## src/ptt_map.vh

```
// Purpose: register map and constants of the periodic tick timer
// Assumes: Wishbone word addressing, word offsets on ADR_I[4:2]
// Notes: definitions only
`ifndef PTT_MAP_VH
`define PTT_MAP_VH
`define PTT_OFS_CTRL 3'h0
`define PTT_OFS_CNTH 3'h1
`define PTT_OFS_CNTL 3'h2
`define PTT_OFS_LIMH 3'h3
`define PTT_OFS_LIML 3'h4
`define PTT_BIT_WRAP 7
`define PTT_BIT_IRQEN 6
`define PTT_BIT_HALT 5
`define PTT_BIT_CLR 4
`define PTT_DIV_LO 0
`define PTT_DIV_HI 2
`define PTT_DIV_MAX 3'h6
`define PTT_LIM_RST 16'hFFFF
`define PTT_CNT_ZERO 16'h0000
`define PTT_PRE_ZERO 6'h00
`define PTT_BYTE_ZERO 8'h00
`define PTT_CTRL_RD_MASK 8'hE7
`define PTT_DIV_RST 3'h0
`define PTT_HALT_RST 1'h1
`define PTT_SEL_LANE 0
`define PTT_HB_HI 15
`define PTT_HB_LO 8
`define PTT_LB_HI 7
`define PTT_LB_LO 0
`define PTT_PRE_ONE 6'h01
`define PTT_CNT_ONE 16'h0001
`define PTT_WORD_ZERO 32'h00000000
`define PTT_PAD_ZERO 24'h000000
`endif

```

## src/ptt_timer.v

```verilog
// Purpose: periodic tick timer with Wishbone register access
// Assumes: 50 MHz MCLK_I, synchronous active-high reset, break from same clock
// Notes: ack one cycle after a taken strobe; one byte lane per register
//
// Implementation choices: the Wishbone interface to the registers and the register offsets.
`timescale 1ns/1ps
`default_nettype none
`include "ptt_map.vh"
module ptt_timer
(
	input wire MCLK_I, // bus clock
	input wire RST_I, // sync reset, high
	input wire CE_I, // clock enable, freezes all state
	input wire BREAK_I, // break interrupt active
	input wire CYC_I, // wishbone cycle
	input wire STB_I, // wishbone strobe
	input wire WE_I, // write enable
	input wire [3:0] SEL_I, // byte selects
	input wire [4:2] ADR_I, // word address
	input wire [31:0] DAT_I, // write data
	output reg [31:0] DAT_O, // read data
	output reg ACK_O, // acknowledge
	output wire IRQ_O // wrap interrupt request
);
	// Control and status
	reg halt_r;
	reg halt_nxt;
	reg irqen_r;
	reg irqen_nxt;
	reg wrap_r;
	reg wrap_nxt;
	reg arm_r;
	reg arm_nxt;
	reg [2:0] div_r;
	reg [2:0] div_nxt;

	// Timing chain
	reg [5:0] pre_r;
	reg [5:0] pre_nxt;
	reg [15:0] cnt_r;
	reg [15:0] cnt_nxt;

	// Limit and readout buffer
	reg [15:0] lim_r;
	reg [15:0] lim_nxt;
	reg lim_lock_r;
	reg lim_lock_nxt;
	reg [7:0] hold_r;
	reg [7:0] hold_nxt;
	reg hold_v_r;
	reg hold_v_nxt;

	// Bus answer
	reg ack_nxt;
	reg [31:0] dat_nxt;

	// Bus decode
	wire req;
	wire wr;
	wire rd;
	wire wr_ctrl;
	wire rd_ctrl;
	wire rd_cnth;
	wire rd_cntl;
	wire wr_limh;
	wire wr_liml;
	wire clr;
	wire [7:0] wr_byte;

	// Counting
	wire [5:0] tap_mask;
	wire tick;
	wire run;
	wire step;
	wire hit;
	wire wrap_set;
	wire wrap_clr;

	// Readout views
	wire [7:0] ctrl_rd;
	wire [7:0] ctrl_view;
	wire [7:0] cnt_hi_b;
	wire [7:0] cnt_lo_b;
	wire [7:0] lim_hi_b;
	wire [7:0] lim_lo_b;
	wire [7:0] lo_view;

	function is_adr;
		input [2:0] adr;
		input [2:0] ofs;
		begin
			is_adr = (adr == ofs);
		end
	endfunction

	// Codes above the last tap fold onto the slowest rate
	function [5:0] tap_of;
		input [2:0] sel;
		reg [2:0] eff;
		begin
			eff = (sel > `PTT_DIV_MAX) ? `PTT_DIV_MAX : sel;
			tap_of = (`PTT_PRE_ONE << eff) - `PTT_PRE_ONE;
		end
	endfunction

	// Standing ack blocks a second take of the same strobe
	assign req = CYC_I & STB_I & ~ACK_O;
	assign wr = req & WE_I & SEL_I[`PTT_SEL_LANE];
	assign rd = req & ~WE_I;
	assign wr_ctrl = wr & is_adr(ADR_I, `PTT_OFS_CTRL);
	assign rd_ctrl = rd & is_adr(ADR_I, `PTT_OFS_CTRL);
	assign rd_cnth = rd & is_adr(ADR_I, `PTT_OFS_CNTH);
	assign rd_cntl = rd & is_adr(ADR_I, `PTT_OFS_CNTL);
	assign wr_limh = wr & is_adr(ADR_I, `PTT_OFS_LIMH);
	assign wr_liml = wr & is_adr(ADR_I, `PTT_OFS_LIML);
	assign wr_byte = DAT_I[`PTT_LB_HI:`PTT_LB_LO];
	assign clr = wr_ctrl & wr_byte[`PTT_BIT_CLR];

	// Tick when all prescaler bits below the selected tap are ones
	assign tap_mask = tap_of(div_r);
	assign tick = ((pre_r & tap_mask) == tap_mask);
	assign run = ~halt_r & ~BREAK_I;
	assign step = run & tick;
	assign hit = step & (cnt_r == lim_r);
	assign wrap_set = hit & ~lim_lock_r;
	assign wrap_clr = wr_ctrl & arm_r & ~wr_byte[`PTT_BIT_WRAP];

	// Strobe is never stored, so it reads as zero
	assign ctrl_rd = {wrap_r, irqen_r, halt_r, 1'h0, 1'h0, div_r};
	assign ctrl_view = ctrl_rd & `PTT_CTRL_RD_MASK;
	assign cnt_hi_b = cnt_r[`PTT_HB_HI:`PTT_HB_LO];
	assign cnt_lo_b = cnt_r[`PTT_LB_HI:`PTT_LB_LO];
	assign lim_hi_b = lim_r[`PTT_HB_HI:`PTT_HB_LO];
	assign lim_lo_b = lim_r[`PTT_LB_HI:`PTT_LB_LO];
	assign lo_view = hold_v_r ? hold_r : cnt_lo_b;
	assign IRQ_O = wrap_r & irqen_r;

	// Prescaler free-runs; only the strobe restarts it
	always @*
	begin
		pre_nxt = pre_r + `PTT_PRE_ONE;
		if (clr)
			pre_nxt = `PTT_PRE_ZERO;
	end

	always @*
	begin
		cnt_nxt = cnt_r;
		if (clr)
			cnt_nxt = `PTT_CNT_ZERO;
		else if (hit)
			cnt_nxt = `PTT_CNT_ZERO;
		else if (step)
			cnt_nxt = cnt_r + `PTT_CNT_ONE;
	end

	// Set wins over clear so no wrap is lost
	always @*
	begin
		wrap_nxt = wrap_r;
		if (wrap_set)
			wrap_nxt = 1'h1;
		else if (wrap_clr)
			wrap_nxt = 1'h0;
	end

	// Any control write ends the arm, so a stale read cannot clear
	always @*
	begin
		arm_nxt = arm_r;
		if (rd_ctrl)
			arm_nxt = wrap_r;
		else if (wr_ctrl)
			arm_nxt = 1'h0;
	end

	always @*
	begin
		irqen_nxt = irqen_r;
		halt_nxt = halt_r;
		div_nxt = div_r;
		if (wr_ctrl)
		begin
			irqen_nxt = wr_byte[`PTT_BIT_IRQEN];
			halt_nxt = wr_byte[`PTT_BIT_HALT];
			div_nxt = wr_byte[`PTT_DIV_HI:`PTT_DIV_LO];
		end
	end

	// Limit compare takes each byte as written; a high byte write holds off wrap until the low byte write
	always @*
	begin
		lim_nxt = lim_r;
		lim_lock_nxt = lim_lock_r;
		if (wr_limh)
		begin
			lim_nxt[`PTT_HB_HI:`PTT_HB_LO] = wr_byte;
			lim_lock_nxt = 1'h1;
		end
		if (wr_liml)
		begin
			lim_nxt[`PTT_LB_HI:`PTT_LB_LO] = wr_byte;
			lim_lock_nxt = 1'h0;
		end
	end

	// Clear empties the holding buffer so low reads as zero
	always @*
	begin
		hold_nxt = hold_r;
		hold_v_nxt = hold_v_r;
		if (clr)
		begin
			hold_nxt = `PTT_BYTE_ZERO;
			hold_v_nxt = 1'h0;
		end
		else if (rd_cnth & ~hold_v_r)
		begin
			hold_nxt = cnt_lo_b;
			hold_v_nxt = 1'h1;
		end
		else if (rd_cntl)
			hold_v_nxt = 1'h0;
	end

	always @*
	begin
		ack_nxt = req;
	end

	// Data stands with ack only, zero otherwise
	always @*
	begin
		dat_nxt = `PTT_WORD_ZERO;
		if (rd)
		begin
			case (ADR_I)
				`PTT_OFS_CTRL: dat_nxt = {`PTT_PAD_ZERO, ctrl_view};
				`PTT_OFS_CNTH: dat_nxt = {`PTT_PAD_ZERO, cnt_hi_b};
				`PTT_OFS_CNTL: dat_nxt = {`PTT_PAD_ZERO, lo_view};
				`PTT_OFS_LIMH: dat_nxt = {`PTT_PAD_ZERO, lim_hi_b};
				`PTT_OFS_LIML: dat_nxt = {`PTT_PAD_ZERO, lim_lo_b};
				default: dat_nxt = `PTT_WORD_ZERO;
			endcase
		end
	end

	// Low clock enable holds every register, bus answer included
	always @(posedge MCLK_I)
	begin
		if (RST_I)
		begin
			halt_r <= `PTT_HALT_RST;
			irqen_r <= 1'h0;
			wrap_r <= 1'h0;
			arm_r <= 1'h0;
			div_r <= `PTT_DIV_RST;
			pre_r <= `PTT_PRE_ZERO;
			cnt_r <= `PTT_CNT_ZERO;
			lim_r <= `PTT_LIM_RST;
			lim_lock_r <= 1'h0;
			hold_r <= `PTT_BYTE_ZERO;
			hold_v_r <= 1'h0;
			ACK_O <= 1'h0;
			DAT_O <= `PTT_WORD_ZERO;
		end
		else if (CE_I)
		begin
			halt_r <= halt_nxt;
			irqen_r <= irqen_nxt;
			wrap_r <= wrap_nxt;
			arm_r <= arm_nxt;
			div_r <= div_nxt;
			pre_r <= pre_nxt;
			cnt_r <= cnt_nxt;
			lim_r <= lim_nxt;
			lim_lock_r <= lim_lock_nxt;
			hold_r <= hold_nxt;
			hold_v_r <= hold_v_nxt;
			ACK_O <= ack_nxt;
			DAT_O <= dat_nxt;
		end
	end
endmodule
`default_nettype wire

```

## config.mk

```make
export PLATFORM = sky130hd
export DESIGN_NAME = ptt_timer
export DESIGN_NICKNAME = d
export VERILOG_FILES = /design/src/ptt_timer.v
export VERILOG_INCLUDE_DIRS = /design/src /design/src/src
export SDC_FILE = /design/constraint.sdc
export NUM_CORES = 1
export LEC_CHECK = 0
export ABC_AREA = 1
export BUFFER_PORTS_ARGS = -buffer_cell sky130_fd_sc_hd__buf_2
export CAP_MARGIN = 20
export CELL_PAD_IN_SITES_DETAIL_PLACEMENT = 2
export CELL_PAD_IN_SITES_GLOBAL_PLACEMENT = 2
export CORE_MARGIN = 5
export CORE_UTILIZATION = 32
export DETAILED_ROUTE_END_ITERATION = 8
export PLACE_DENSITY_LB_ADDON = 0.2
export SLEW_MARGIN = 10
export SYNTH_ARGS = -nofsm -noshare
export SYNTH_HDL_FRONTEND = slang
export SYNTH_SLANG_ARGS = --single-unit
```

## constraint.sdc

```tcl
create_clock -name MCLK_I -period 2.05 [get_ports MCLK_I]
set_input_delay 0.1025 -clock MCLK_I [delete_from_list [all_inputs] [get_ports MCLK_I]]
set_output_delay 0.1025 -clock MCLK_I [all_outputs]
set_load 0.005 [all_outputs]
```

==> metrics.txt <==
Total Power around 2.8 mW; hold violation count in the final report 0; internal portion of total power approximately 2.1 mW; power per cell area between 600 and 700 mW/mm2; beginning of the worst register-to-register path cnt_r[1]; aggregate global routing overflow 0; diode count 0; hold_ws 0.005106 ns; total negative setup slack 0 ns; largest net degree at the start of global routing 29; detailed-route wire length ~13,000 um; Skew-Pair Late Insertion Delay between 0.3 and 0.4 ns; average detailed-routed wire length per instance around 18 um; destination of the worst hold path lim_r[10]; highest achievable clock rate ~540 MHz; CP startpoint kind flop; number of antenna violations at the first check in global routing 0; total leakage power approximately 1.9 nW; Worst Clk Skew 0.006576 ns; router iterations before antenna repair 5; run status complete, no violations; remaining antenna violation count 0; via count between 3,000 and 4,000; count of flip-flops with a built-in enable after synthesis 0; Hold WC Path Type in2reg; unrepaired setup endpoints after global routing no; FF+latch count, synth 64; kind of critical path reg2reg; part of the total power dissipated in sequential elements 44.8%; count of warnings emitted by yosys 0; detailed-placement wirelength estimate approximately 10,000 um; most common cell after layout, fill and taps aside nand2_1; count of nets after finishing 643; clk sink count between 60 and 70; share of synthesized flip-flops with an asynchronous set or reset 0%; net switching component of the power between 0.7 and 0.8 mW; number of design rule violations left after detail routing 0; flop-to-flop setup slack 0.20 ns; Tot GR Track Use between 10% and 20%; number of cells on the worst hold path 3; number of ports placed on the die boundary 80; number of instances resized during post-cts repair 0; Slowest Stage Delay on Critical Path roughly 0.42 ns; portion of the clock cycle consumed by the worst path in the final layout approximately nine tenths; portion of the post-synthesis area used by sequential elements 33.95%; signed area change from the synthesized netlist to the final layout 12.40%; cell type with the highest occurrence count on the critical path nand2_1; worst endpoint required time roughly 2.3 ns; number of global-route vias before repair ~4,000; commonest non-fill, non-tap cells in the layout nand2_1 (182), dfxtp_1 (64), inv_1 (63); initial cell density of the core between 30% and 40%; Max IR drop VDD 0.3823 mV; relative slew slack between 50 and 60%; CP Max Fanout 5; worst endpoint data arrival time approximately 2.1 ns; Cell Area, Synth between 0.003 and 0.004 mm2; type of destination of the critical path flop; number of failing setup endpoints in the final timing report 0; clock-pin slew of the registers on the worst-case setup and hold paths 0.06 ns; RR Endpoint cnt_r[12]; Max H-tree Level 3; Final Critical Period about 1.8 ns; global-route wire length before repair 21,400 um; critical hold path startpoint DAT_I[2]; max cap viols 0; share of cells above drive strength 1 between 10% and 20%; number of buffers inserted during clock tree synthesis 9; portion of total power attributed to combinational logic approximately 6.2%; Max Slew Vio Count 0; DIE AREA approximately 0.014 mm2; core area around 0.011 mm2; family with the most delay on the worst path simple AND/OR/NAND/NOR gates; slowest stage cell, crit path dfxtp_1; Cell Chain, Critical Path ha_1, nand2_1, nor2_2, nand2_1, inv_2, nand2_1, inv_1, nand2_1, o21ai_0, nor2_1; # port buffers 28; Die X-Extent about 120 um; transition time at the pin with the least slew margin between 0.6 and 0.7 ns; number of buffer and inverter instances along the worst setup path 2; hold-fix buffer count after cts 0; switching share of power between 20% and 30%; post-CTS repair timing setup buffer count 0; reg2reg path depth 10; First DRT Iteration DRCs approximately 150; placer congestion estimate around 0.82; number of unique standard cell types used by synthesis just over 40; clock tree from TritonCTS done; average size of a mapped cell 6.739 um2; Via density 4.951; site row count 39; y dimension of the die approximately 120 um; Root Buffer Master clkbuf_16; part of the total power dissipated in the clock network around half; maximum number of buffers from clock root to sink 2; cells after synthesis between 500 and 600; Main synth FF type dfxtp_1
-- power groups by stage --
stage / clock, mW / sequential (mW) / combinational [mW]
finish: 1.37 / 1.26 / 0.175
global route: 1.46 / 1.26 / 0.196
CTS: 1.42 / 1.26 / 0.174
detailed placement: 0 / 1.29 / 0.173
global placement: 0 / 1.29 / 0.169
floorplan: 0 / 1.28 / 0.137
-- worst min-delay path, stage by stage --
cell and delay [ns]:
buf_2 0.09, a21oi_1 0.06, o21ai_0 0.06
-- worst max-delay path by stage --
stage                      to  slack (ns)  cells past startpoint  startpoint
floorplan           cnt_r[14]        0.62                     10    cnt_r[0]
global placement    cnt_r[11]        0.25                     11   cnt_r[14]
detailed placement  cnt_r[14]        0.16                     11    cnt_r[1]
CTS                 cnt_r[14]        0.11                     11    cnt_r[1]
global route        cnt_r[12]      0.0007                     11   cnt_r[13]
finish              cnt_r[12]        0.20                     10    cnt_r[1]
-- flip-flops by register name, summed over array words and instances (netlist names), 3 cells and up --
| name | cells |
|---|---|
| pre_r | 6 |
| hold_r | 8 |
| DAT_O | 8 |
| div_r | 3 |
| lim_r | 16 |
| cnt_r | 16 |
-- kinds of logic after synthesis --
family,count (synthesis),share of synthesized area (%)
XOR/XNOR,6,1.393
AND/OR/NAND/NOR,293,36.37
other,1,0.09937
AO/OA/AOI/OAI,84,12.70
adder cells (fa/ha/maj),2,0.6630
buffers and inverters,110,14.82
flip-flops,64,33.95
-- final cells by class --
cell class | instances | area [um2]
inverter | 73 | 279.0
sequential | 64 | 1281
multi-input combinational | 409 | 2033
clock inverter | 5 | 25.02
clock buffer | 10 | 229.0
fill | 1429 | 7226
timing repair buffer | 38 | 215.2
tap | 143 | 178.9
-- Yosys cell counts, types with 4 or more instances --
| library cell | number | area (um2) |
|---|---|---|
| nor2_1 | 37 | 138.9 |
| a21oi_1 | 27 | 135.1 |
| a211oi_1 | 4 | 30.03 |
| dfxtp_1 | 64 | 1281 |
| nand3_1 | 35 | 175.2 |
| nand4_1 | 4 | 25.02 |
| inv_2 | 9 | 33.78 |
| o211ai_1 | 10 | 75.07 |
| clkbuf_1 | 5 | 18.77 |
| buf_4 | 24 | 180.2 |
| o21ai_0 | 34 | 170.2 |
| xor2_1 | 6 | 52.55 |
| inv_1 | 63 | 236.5 |
| nor2_2 | 13 | 81.33 |
| nand2_1 | 182 | 683.2 |
| buf_2 | 4 | 20.02 |
-- through the flow --
stage | worst slack (ns) | cell area [um2] | instances | util (%)
4_1_cts | 0.1087 | 4228 | 742 | 36.87
3_5_place_dp | 0.1554 | 3974 | 727 | 34.65
2_1_floorplan | 0.6235 | 3860 | 583 | -
6_report | 0.2044 | 4242 | 742 | 36.99
5_1_grt | 0.0007454 | 4242 | 742 | 36.99
3_3_place_gp | 0.2512 | 3974 | 727 | 34.65
-- per-layer routing --
metal	share of wire (%)	wire [um]	global-route usage, %	vias to the layer above
met5	0	0	0	-
met4	1.8	234	5.882	0
met3	2.9	382	3.247	13
met2	51	6680	34.13	48
met1	44	5783	23.36	1806
li1	-	-	-	1807
Power figures use the tool's default switching activity.
